File: src/include/rir_regs.svh
// opcodes, reset values and phase counts for the reset and return-from-interrupt unit
`ifndef RIR_REGS_SVH
`define RIR_REGS_SVH

// ----------------------------------------
// opcodes
// ----------------------------------------
`define RIR_OP_RESET 16'h00ff
`define RIR_OP_RET_INT 16'h0010
`define RIR_OP_RET_INT_MASK 16'hfffe
`define RIR_SHADOW_BIT 0

// ----------------------------------------
// master-clear reset values
// ----------------------------------------
`define RIR_W_RST 8'h00
`define RIR_STATUS_RST 8'h00
`define RIR_BANK_RST 4'h0
`define RIR_PCU_RST 5'h00
`define RIR_PCH_RST 8'h00
`define RIR_INT_EN_RST 1'b0

// ----------------------------------------
// quarter-cycle phases
// ----------------------------------------
`define RIR_Q_DECODE 2'h0
`define RIR_Q_START_RESET 2'h1
`define RIR_Q_LAST 2'h3

`endif

File: src/include/rir_pkg.sv
// types shared by the reset and return-from-interrupt unit
package rir_pkg;
    // instruction-cycle sequencing
    typedef enum logic [0:0] {
        RIR_RUN,
        RIR_IDLE_CYCLE
    } rir_state_t;

    // quarter-cycle phase counter
    typedef logic [1:0] rir_phase_t;
endpackage

File: src/include/rir_dec_if.sv
// decode results passed from the opcode decoder to the core
`timescale 1ns/1ps
interface rir_dec_if;
    logic is_reset;   // software reset opcode
    logic is_ret_int; // return from interrupt opcode
    logic shadow_sel; // restore shadow copies
    modport dec (output is_reset, output is_ret_int, output shadow_sel);
    modport core (input is_reset, input is_ret_int, input shadow_sel);
endinterface

File: src/hw/rir_core.sv
// executes the software reset and return-from-interrupt instructions
`timescale 1ns/1ps
`include "rir_regs.svh"
module rir_core #(
    parameter int PC_W = 21 // program counter width
) (
    input wire logic sys_clk_i,                 // core clock, 250 MHz
    input wire logic rst_i,                     // async reset, active high
    input wire logic instr_valid_i,             // instruction word present
    input wire logic [15:0] instr_i,            // instruction word
    input wire logic [PC_W-1:0] stack_top_entry_i, // return stack top
    input wire logic pc_load_i,                 // sequencer pc update
    input wire logic [PC_W-1:0] pc_next_i,      // sequencer pc value
    input wire logic w_load_i,                  // datapath write of w
    input wire logic [7:0] w_data_i,            // datapath w value
    input wire logic status_load_i,             // datapath write of status
    input wire logic [7:0] status_data_i,       // datapath status value
    input wire logic bank_sel_load_i,           // datapath write of bank select
    input wire logic [3:0] bank_sel_data_i,     // datapath bank select value
    input wire logic pcu_load_i,                // write of upper pc latch
    input wire logic [4:0] pcu_data_i,          // upper pc latch value
    input wire logic pch_load_i,                // write of high pc latch
    input wire logic [7:0] pch_data_i,          // high pc latch value
    input wire logic shadow_save_i,             // interrupt entry saves shadows
    input wire logic int_enable_clear_i,        // interrupt entry clears enable
    input wire logic prio_low_i,                // returning from low priority
    input wire logic ipen_i,                    // priority levels enabled
    output logic stack_pop_o,                   // pop return stack, pulse
    output logic soft_reset_o,                  // software reset, pulse
    output logic busy_o,                        // idle second cycle
    output logic q_first_o,                     // decode quarter enable
    output logic [PC_W-1:0] pc_o,               // program counter
    output logic [7:0] w_o,                     // working register
    output logic [7:0] status_o,                // status register
    output logic [3:0] bank_select_reg_o,       // bank select register
    output logic [4:0] pc_upper_latch_o,        // upper pc latch
    output logic [7:0] pc_high_latch_o,         // high pc latch
    output logic high_prio_global_int_enable_o, // high priority enable
    output logic low_prio_global_int_enable_o   // low priority enable
);
    // ----------------------------------------
    // parameter check
    // ----------------------------------------
    generate
        if (PC_W < 16 || PC_W > 32) begin : g_bad_pc
            $error("rir_core: PC_W must be 16 to 32");
        end
    endgenerate

    // ----------------------------------------
    // decode
    // ----------------------------------------
    rir_dec_if dec_bus ();

    rir_decode u_decode (
        .instr_i (instr_i),
        .dec (dec_bus.dec)
    );

    // ----------------------------------------
    // sequencing
    // ----------------------------------------
    rir_pkg::rir_state_t state, next_state;
    rir_pkg::rir_phase_t q, next_q;
    logic cur_reset, next_cur_reset;
    logic cur_ret_int, next_cur_ret_int;
    logic cur_shadow, next_cur_shadow;
    logic take;
    logic do_reset;
    logic do_pop;

    // take a word in the first quarter of a running cycle
    assign take = (state == rir_pkg::RIR_RUN) && (q == `RIR_Q_DECODE) && instr_valid_i;
    assign do_reset = cur_reset && (q == `RIR_Q_START_RESET);
    assign do_pop = cur_ret_int && (q == `RIR_Q_LAST);
    assign stack_pop_o = do_pop;
    assign soft_reset_o = do_reset;
    assign busy_o = (state == rir_pkg::RIR_IDLE_CYCLE);
    assign q_first_o = (q == `RIR_Q_DECODE);

    // next phase, state and latched decode
    always_comb begin
        next_q = q + 2'h1;
        next_state = state;
        next_cur_reset = cur_reset;
        next_cur_ret_int = cur_ret_int;
        next_cur_shadow = cur_shadow;
        if (take) begin
            next_cur_reset = dec_bus.is_reset;
            next_cur_ret_int = dec_bus.is_ret_int;
            next_cur_shadow = dec_bus.shadow_sel;
        end
        if (q == `RIR_Q_LAST) begin
            next_cur_reset = 1'b0;
            next_cur_ret_int = 1'b0;
            case (state)
                rir_pkg::RIR_RUN: begin
                    if (cur_ret_int) begin
                        next_state = rir_pkg::RIR_IDLE_CYCLE;
                    end
                end
                rir_pkg::RIR_IDLE_CYCLE: begin
                    next_state = rir_pkg::RIR_RUN;
                end
                default: begin
                    next_state = rir_pkg::RIR_RUN;
                end
            endcase
        end
    end

    // register sequencing state
    always_ff @(posedge sys_clk_i or posedge rst_i) begin
        if (rst_i) begin
            q <= `RIR_Q_DECODE;
            state <= rir_pkg::RIR_RUN;
            cur_reset <= 1'b0;
            cur_ret_int <= 1'b0;
            cur_shadow <= 1'b0;
        end else begin
            q <= next_q;
            state <= next_state;
            cur_reset <= next_cur_reset;
            cur_ret_int <= next_cur_ret_int;
            cur_shadow <= next_cur_shadow;
        end
    end

    // ----------------------------------------
    // architectural registers
    // ----------------------------------------
    logic [PC_W-1:0] pc, next_pc;
    logic [7:0] w, next_w, shadow_w, next_shadow_w;
    logic [7:0] status, next_status, shadow_status, next_shadow_status;
    logic [3:0] bank_sel, next_bank_sel, shadow_bank, next_shadow_bank;
    logic [4:0] pcu, next_pcu;
    logic [7:0] pch, next_pch;
    logic en_hi, next_en_hi, en_lo, next_en_lo;

    // datapath writes first, then instruction effects override
    always_comb begin
        next_pc = pc_load_i ? pc_next_i : pc;
        next_w = w_load_i ? w_data_i : w;
        next_status = status_load_i ? status_data_i : status;
        next_bank_sel = bank_sel_load_i ? bank_sel_data_i : bank_sel;
        next_pcu = pcu_load_i ? pcu_data_i : pcu;
        next_pch = pch_load_i ? pch_data_i : pch;
        next_shadow_w = shadow_save_i ? next_w : shadow_w;
        next_shadow_status = shadow_save_i ? next_status : shadow_status;
        next_shadow_bank = shadow_save_i ? next_bank_sel : shadow_bank;
        next_en_hi = int_enable_clear_i ? 1'b0 : en_hi;
        next_en_lo = int_enable_clear_i ? 1'b0 : en_lo;
        if (do_pop) begin
            next_pc = stack_top_entry_i;
            next_pcu = pcu;
            next_pch = pch;
            // set wins over a same-cycle enable clear
            if (ipen_i && prio_low_i) begin
                next_en_lo = 1'b1;
            end else begin
                next_en_hi = 1'b1;
            end
            if (cur_shadow) begin
                next_w = shadow_w;
                next_status = shadow_status;
                next_bank_sel = shadow_bank;
            end
        end
        if (do_reset) begin
            next_pc = '0;
            next_w = `RIR_W_RST;
            next_status = `RIR_STATUS_RST;
            next_bank_sel = `RIR_BANK_RST;
            next_shadow_w = `RIR_W_RST;
            next_shadow_status = `RIR_STATUS_RST;
            next_shadow_bank = `RIR_BANK_RST;
            next_pcu = `RIR_PCU_RST;
            next_pch = `RIR_PCH_RST;
            next_en_hi = `RIR_INT_EN_RST;
            next_en_lo = `RIR_INT_EN_RST;
        end
    end

    // register architectural state
    always_ff @(posedge sys_clk_i or posedge rst_i) begin
        if (rst_i) begin
            pc <= '0;
            w <= `RIR_W_RST;
            status <= `RIR_STATUS_RST;
            bank_sel <= `RIR_BANK_RST;
            shadow_w <= `RIR_W_RST;
            shadow_status <= `RIR_STATUS_RST;
            shadow_bank <= `RIR_BANK_RST;
            pcu <= `RIR_PCU_RST;
            pch <= `RIR_PCH_RST;
            en_hi <= `RIR_INT_EN_RST;
            en_lo <= `RIR_INT_EN_RST;
        end else begin
            pc <= next_pc;
            w <= next_w;
            status <= next_status;
            bank_sel <= next_bank_sel;
            shadow_w <= next_shadow_w;
            shadow_status <= next_shadow_status;
            shadow_bank <= next_shadow_bank;
            pcu <= next_pcu;
            pch <= next_pch;
            en_hi <= next_en_hi;
            en_lo <= next_en_lo;
        end
    end

    // drive outputs from flops
    assign pc_o = pc;
    assign w_o = w;
    assign status_o = status;
    assign bank_select_reg_o = bank_sel;
    assign pc_upper_latch_o = pcu;
    assign pc_high_latch_o = pch;
    assign high_prio_global_int_enable_o = en_hi;
    assign low_prio_global_int_enable_o = en_lo;
endmodule

File: src/hw/rir_decode.sv
// opcode decoder for software reset and return from interrupt
`timescale 1ns/1ps
`include "rir_regs.svh"
module rir_decode (
    input wire logic [15:0] instr_i, // fetched instruction word
    rir_dec_if.dec dec               // decode results
);
    // ----------------------------------------
    // decode
    // ----------------------------------------
    function automatic logic match_ret_int(input logic [15:0] op);
        match_ret_int = (op & `RIR_OP_RET_INT_MASK) == `RIR_OP_RET_INT;
    endfunction

    // classify the word
    assign dec.is_reset = (instr_i == `RIR_OP_RESET);
    assign dec.is_ret_int = match_ret_int(instr_i);
    assign dec.shadow_sel = match_ret_int(instr_i) & instr_i[`RIR_SHADOW_BIT];
endmodule

File: config.mk
export PLATFORM = sky130hd
export DESIGN_NAME = rir_core
export DESIGN_NICKNAME = d
export VERILOG_FILES = /design/src/include/rir_pkg.sv /design/src/include/rir_dec_if.sv /design/src/hw/rir_core.sv /design/src/hw/rir_decode.sv
export VERILOG_INCLUDE_DIRS = /design/src /design/src/include
export SDC_FILE = /design/constraint.sdc
export NUM_CORES = 1
export LEC_CHECK = 0
export ABC_AREA = 1
export BUFFER_PORTS_ARGS = -buffer_cell sky130_fd_sc_hd__buf_2
export CORE_UTILIZATION = 52
export DETAILED_ROUTE_END_ITERATION = 12
export PLACE_DENSITY = 0.87
export SYNTH_ARGS = -nofsm -noshare
export SYNTH_HDL_FRONTEND = slang
export SYNTH_SLANG_ARGS = --single-unit
File: constraint.sdc
create_clock -name sys_clk_i -period 3.95 [get_ports sys_clk_i]
set_input_delay 0.79 -clock sys_clk_i [delete_from_list [all_inputs] [get_ports sys_clk_i]]
set_output_delay 0.79 -clock sys_clk_i [all_outputs]
set_load 0.005 [all_outputs]
==> results of run 1 <==
-- metal layers --
layer | track usage (%) | share of wire (%) | routed length (um) | up-vias
li1 | - | - | - | 1850
met2 | 40.9 | 50 | 4620 | 137
met3 | 3.45 | 5.3 | 491 | 7
met5 | 0 | 0 | 0 | -
met4 | 9.53 | 1.1 | 101 | 0
met1 | 31.6 | 43 | 3960 | 1701
-- layout make-up --
type / count / area [sq um] / area share [%]
multi-input cells: 313 / 1430 / 29.1
repair buffers: 165 / 831 / 16.9
flip-flops and latches: 82 / 2050 / 41.7
well taps: 99 / 124 / 2.52
clock buffers: 13 / 179 / 3.64
inverters: 67 / 258 / 5.24
clock inverters: 3 / 45.0 / 0.916
-- critical path, stage by stage, from the launching register on --
cell     delay, ps
dfrtp_1        410
ha_1           250
nand2_2        470
inv_6          180
buf_2          180
-- worst min-delay path by stage --
stage                                   start                   to  slack (ps)  cells past startpoint
after global routing      pc_o[2]$_DFFE_PP0P_  pc_o[2]$_DFFE_PP0P_         540                      2
after detailed placement       q[0]$_DFF_PP0_       q[0]$_DFF_PP0_         480                      1
after floorplan                q[0]$_DFF_PP0_       q[0]$_DFF_PP0_         450                      1
after CTS                      q[0]$_DFF_PP0_       q[0]$_DFF_PP0_         490                      1
final                          q[0]$_DFF_PP0_       q[0]$_DFF_PP0_         490                      1
after global placement         q[0]$_DFF_PP0_       q[0]$_DFF_PP0_         460                      1
-- sequential cells by signal, summed over array words and instances (netlist names), 2 cells and up --
name               cells
q                      2
shadow_w               8
w_o                    8
pc_upper_latch_o       5
status_o               8
pc_high_latch_o        8
shadow_bank            4
shadow_status          8
pc_o                  21
bank_select_reg_o      4
-- kinds of logic (layout without fill, tap and decap cells) --
group                    Yosys count  after routing  share of synthesized area, %
buffers and inverters             90            248                          10.3
AND/OR/NAND/NOR                  209            209                          22.2
AO/OA/AOI/OAI                    101            101                          13.7
flip-flops                        82             82                          52.9
adder cells (fa/ha/maj)            3              3                         0.967
-- cells in the final DEF (no fill, tap or decap), types with 3 or more instances in the layout --
master and n:
a21oi_1 23, buf_2 163, clkbuf_8 13, dfrtp_1 82, ha_1 3, inv_1 62, inv_2 3, nand2_1 146
nand3_1 41, nor2_1 15, o21ai_0 53, o21ai_1 7, o22ai_1 17
-- metrics by stage --
stage | power, mW | std cells | hold WS, ps | setup slack, ps
2_1_floorplan | 1.10 | 485 | 448 | 1050
3_3_place_gp | 1.24 | 726 | 460 | 1740
3_5_place_dp | 1.25 | 726 | 483 | 1680
4_1_cts | 1.90 | 742 | 495 | 1290
5_1_grt | 1.99 | 742 | 537 | 1190
6_report | 1.89 | 742 | 491 | 1320
-- report_power, final --
group          total [mW]  switching, mW  internal (mW)
Clock               0.653          0.292          0.361
Combinational       0.270          0.143          0.127
Sequential          0.963         0.0442          0.918
==> metrics.md, run 1 <==
| Metric | Value |
|---|---|
| Status | `completed` |
| Die ar. | `a little under 8000 sq um` |
| Fin crit share | `66.6%` |
| Fin crit period | `about 2600 ps` |
| Max VDD drop | `around 0.19 mV` |
| HP Class | `register to register` |
| Design area | `~4900 sq um` |
| Syn Nets | `roughly 600` |
| Io pins | `164` |
| Cell count after synthesis | `485` |
| HPWL after detailed placement | `6.69 mm` |
| DRT iter0 DRCs | `approximately 220` |
| Leak pwr | `roughly 2.8 nW` |
| Net count, final | `roughly 750` |
| Worst R2R Setup Slack | `between 1500 and 2000 ps` |
| Crit path launch | `q[0]$_DFF_PP0_` |
| Worst setup SP type | `register` |
| Max-slew violation count | `0` |
| Setup crit end | `stack_pop_o` |
| Placed inst area | `~4700 sq um` |
| Syn-to-layout area delta | `26.7%` |
| Worst setup EP type | `output port` |
| Top-count cell post-synth | `nand2_1` |
| Wirelength per Cell | `12.4 um` |
| Starting Density | `53.5%` |
| Root Driver | `clkbuf_8` |
| Worst path required time | `approximately 3200 ps` |
| Setup violators final | `0` |
| Crit Path Max Fanout | `29` |
| IO Port Bufs | `~160` |
| Fraction of layout cells with a size suffix above 1 | `29.9%` |
| CP Class | `register to output port` |
| Post-Synthesis Cell Area | `around 3900 sq um` |
| FP Rows | `31` |
| Yosys reg bits | `82` |
| Number of routed nets with antenna violations | `0` |
| Via density | `around 5` |
| Largest net degree at the start of global routing | `62` |
| Vias in the first global route | `~3200` |
| Via count | `roughly 3700` |
| Top cell type's share of synthesized area | `roughly 53%` |
| RSZ-0062 raised after global routing | `no` |
| DRC viols | `0` |
| Top_reg_cell synth | `dfrtp_1` |
| Post_cts resized | `0` |
| Depth of the CTS H-tree | `3` |
| Total Wirelength | `slightly above 9 mm` |
| Synth top area cells | `dfrtp_1, nand2_1, o21ai_0` |
| Num CTS Buffers | `9` |
| YS warnings | `0` |
| Antenna violations before repair | `0` |
| Core Area | `between 7000 and 8000 sq um` |
| Insertion delay to the later sink of the worst-skew pair | `approximately 350 ps` |
| Commonest cells in the netlist | `nand2_1, dfrtp_1, inv_1, o21ai_0, nand3_1` |
| Die Ht | `between 80 and 90 um` |
| Clock Skew | `14.8 ps` |
| GRT overflow | `0` |
| Post-Route Setup TNS | `0 ps` |
| Max Root-Sink Buffers | `2` |
| Die X | `~88 um` |
| Synth area leader | `dfrtp_1` |
| Fillers | `~600` |
| N_diodes | `0` |
| Final core utilization | `about two thirds` |
| Relative slew slack | `37.6%` |
| R2R cell count | `5` |
| RD Place Congestion | `0.787` |
| Post-synth EDFFs | `0` |
| First-pass GRT wire length | `approximately 14 mm` |
| Hold buffer count at CTS | `0` |
| Drt pass-1 iters | `4` |
| Max Cap Viol | `0` |
| Fmax achieved | `around 0.38 GHz` |
| GRT Util Overall | `between 20 and 25%` |
| PwrDens | `383 nW/um^2` |
| R2R Path Start | `q[0]$_DFF_PP0_` |
| CP Data Arrival Time | `approximately 1800 ps` |
| Seq/Total Area, Yosys | `between 50% and 60%` |
| Distinct cells, synth | `24` |
| Syn avg cell area | `between 8 and 9 sq um` |
| R2R Path End | `shadow_bank[1]$_DFFE_PP0P_` |
| Clock sink count | `82` |
| CTS tree | `built` |
| # Post-CTS Setup Buffers | `0` |
| Count of final hold-check violations | `0` |
| Fraction of registers with async set/reset | `100%` |
| Clock-pin transition on the worst setup and hold timing paths | `about 80 ps` |
| Worst slew pin tran | `between 900 and 1000 ps` |
(Power assumes the default switching activity.)
==> run 2: changes to the inputs <==
ABC_AREA = 0   (was 1)
CORE_UTILIZATION = 43   (was 52)
PLACE_DENSITY = 0.78   (was 0.87)
clock period = 2.3 ns   (was 3.95 ns; I/O delays follow)
==> metrics.md, run 2 <==
| Metric | Value |
|---|---|
| Status | `completed` |
| Depth of the CTS H-tree | `3 (unchanged)` |
| Post_cts resized | `0 (unchanged)` |
| Commonest non-fill, non-tap cell in the layout | `buf_2` |
| PwrDens | `649 nW/um^2 (+69%)` |
| Max Cap Viol | `0 (unchanged)` |
| Register area | `2050 sq um (unchanged)` |
| Fin crit share | `about nine tenths` |
| N_diodes | `0 (unchanged)` |
| Die X | `95.0 um (+7.5%)` |
| Vias in the first global route | `3080 (-4.6%)` |
| Crit path launch | `q[0]$_DFF_PP0_` |
| DRT iter0 DRCs | `86 (-61%)` |
| Net count, final | `605 (-19%)` |
| Yosys reg bits | `82 (unchanged)` |
| Wirelength per Cell | `14.0 um (+13%)` |
| Die Ht | `95.0 um (+7.5%)` |
| Io pins | `164 (unchanged)` |
| Cell count after synthesis | `348 (-28%)` |
| Post-Route Setup TNS | `0 ps (unchanged)` |
| Max-slew violation count | `0 (unchanged)` |
| Worst slew pin tran | `683 ps (-251 ps)` |
| Distinct cells, synth | `29 (+21%)` |
| Largest net degree at the start of global routing | `51 (-18%)` |
| Placed inst area | `4600 sq um (-2.0%)` |
| Count of final hold-check violations | `0 (unchanged)` |
| DRC viols | `0 (unchanged)` |
| Fmax achieved | `about 0.5 GHz` |
| GRT Util Overall | `20.2% (-4.0 points)` |
| GRT overflow | `0 (unchanged)` |
| Starting Density | `44.8% (-8.7 points)` |
| Syn Nets | `455 (-23%)` |
| Clock sink count | `82 (unchanged)` |
| Synth area leader | `dfrtp_1` |
| Total Wirelength | `8.50 mm (-7.4%)` |
| Fin crit period | `between 2000 and 2500 ps` |
| HPWL after detailed placement | `6.10 mm (-8.9%)` |
| First-pass GRT wire length | `13.9 mm (-3.8%)` |
| Commonest cells in the netlist | `dfrtp_1, nor2_1, a211oi_1, mux2i_1, nand2_1` |
| FP Rows | `33 (+6.5%)` |
| Top_reg_cell synth | `dfrtp_1` |
| Worst setup EP type | `output port` |
| HP Class | `input pin to asynchronous set/reset pin` |
| Insertion delay to the later sink of the worst-skew pair | `340 ps (about the same)` |
| CP Data Arrival Time | `1600 ps (-240 ps)` |
| CP Class | `register to output port` |
| Die ar. | `9030 sq um (+16%)` |
| Post-synth EDFFs | `0 (unchanged)` |
| Max VDD drop | `0.342 mV (+85%)` |
| Relative slew slack | `54.5% (+17 points)` |
| Fraction of layout cells with a size suffix above 1 | `37.6% (+7.8 points)` |
| Most frequent cells in the layout | `buf_2, dfrtp_1, nor2_1, a211oi_1, mux2i_1` |
| # Post-CTS Setup Buffers | `0 (unchanged)` |
| R2R Path Start | `q[0]$_DFF_PP0_` |
| Crit Path Max Fanout | `16 (-45%)` |
| Core Area | `8300 sq um (+14%)` |
| Fraction of registers with async set/reset | `100% (unchanged)` |
| RSZ-0062 raised after global routing | `no` |
| Via density | `5.16 (+3.6%)` |
| Number of routed nets with antenna violations | `0 (unchanged)` |
| Num CTS Buffers | `9 (unchanged)` |
| Design area | `4790 sq um (-2.7%)` |
| YS warnings | `0 (unchanged)` |
| Drt pass-1 iters | `4 (unchanged)` |
| Setup violators final | `0 (unchanged)` |
| RD Place Congestion | `0.825 (+4.9%)` |
| Fillers | `761 (+30%)` |
| Root Driver | `clkbuf_8` |
| Via count | `3133 (-15%)` |
| Synth top area cells | `dfrtp_1, mux2i_1, a211oi_1` |
| CTS tree | `built` |
| Post-Synthesis Cell Area | `3720 sq um (-4.2%)` |
| Top-count cell post-synth | `dfrtp_1` |
| Syn-to-layout area delta | `28.7%` |
| Worst path required time | `1840 ps (-1320 ps)` |
| Max Root-Sink Buffers | `2 (unchanged)` |
| Clock-pin transition on the worst setup and hold timing paths | `80 ps (about the same)` |
| IO Port Bufs | `163 (unchanged)` |
| Seq/Total Area, Yosys | `55.2% (+2.3 points)` |
| Top cell type's share of synthesized area | `55.2% (+2.3 points)` |
| Worst setup SP type | `register` |
| Syn avg cell area | `10.7 sq um (+34%)` |
| Multi-input gate area | `1510 sq um (+5.2%)` |
| Max reg flops | `21 (unchanged)` |
| Clock Skew | `8.89 ps (-5.92 ps)` |
| Hold buffer count at CTS | `0 (unchanged)` |
| Antenna violations before repair | `0 (unchanged)` |
| Leak pwr | `2.40 nW (-13%)` |
==> run 2: cell types whose count changed in the layout (fill, tap and decap cells not counted), sizes merged, moves of 39 or more <==
cell	before	now
a211oi	0	61
nand2	148	20
nand3	41	2
inv	66	5
o21ai	61	0
mux2i	0	47
nor2	17	69
==> run 2: logic make-up (layout without fill, tap and decap cells) <==
kind of cell	after synthesis	count (layout)	synth area share (%)
buffers and inverters	36	190	4.41
DFF	82	82	55.2
adders and majority gates	3	3	1.01
muxes	47	47	12.6
and+or+nand+nor	103	103	11.5
AOI/OAI and AO/OA	77	77	15.3
==> run 2: report_power, final <==
part | internal [mW] | switching, mW | leakage, nW
Sequential | 1.58 | 0.0696 | 0.962
Clock | 0.523 | 0.475 | 0.0962
Combinational | 0.245 | 0.217 | 1.34
==> run 2: final cells by class <==
class,instances,share of cell area [%]
sequential,82,42.9
multi-input combinational,230,31.5
timing repair buffer,169,18.5
clock buffer,12,3.03
tap,105,2.75
clock inverter,3,0.837
inverter,6,0.549
==> run 2: worst max-delay path, cell delays in order, from the launching register on <==
cell	delay, ps
dfrtp_1	370
ha_1	370
nand2_2	290
inv_2	110
buf_2	110
==> run 2: layer usage <==
metal | vias to the layer above | GRT usage, % | routed length, um
li1 | 1532 | - | -
met3 | 17 | 4.07 | 415
met4 | 0 | 10.6 | 199
met1 | 1477 | 24.6 | 3660
met5 | - | 0 | 0
met2 | 107 | 33.8 | 4220
==> run 2: worst paths after layout <==
path / end / cells after the start / slack, ps
setup / recovery: stack_pop_o / 4 / 240
hold / removal: w_o[4]$_DFF_PP0_ / 3 / 180
setup reg to reg: pc_o[20]$_DFFE_PP0P_ / 5 / 650
hold reg to reg: q[0]$_DFF_PP0_ / 1 / 480
max in group asynchronous: cur_ret_int$_DFFE_PP0P_ / 3 / 1750
min in group sys_clk_i: pc_high_latch_o[0]$_DFFE_PP0P_ / 3 / 350
==> run 2: stage by stage <==
stage	utilization (%)	instances	setup WS, ps	power (mW)	hold WS (ps)
after floorplan	-	348	655	1.90	448
after global routing	57.7	607	85.0	3.28	192
after CTS	57.7	607	211	3.14	185
after detailed placement	55.4	592	600	2.14	475
final	57.7	607	241	3.11	180
after global placement	55.4	592	631	2.12	458
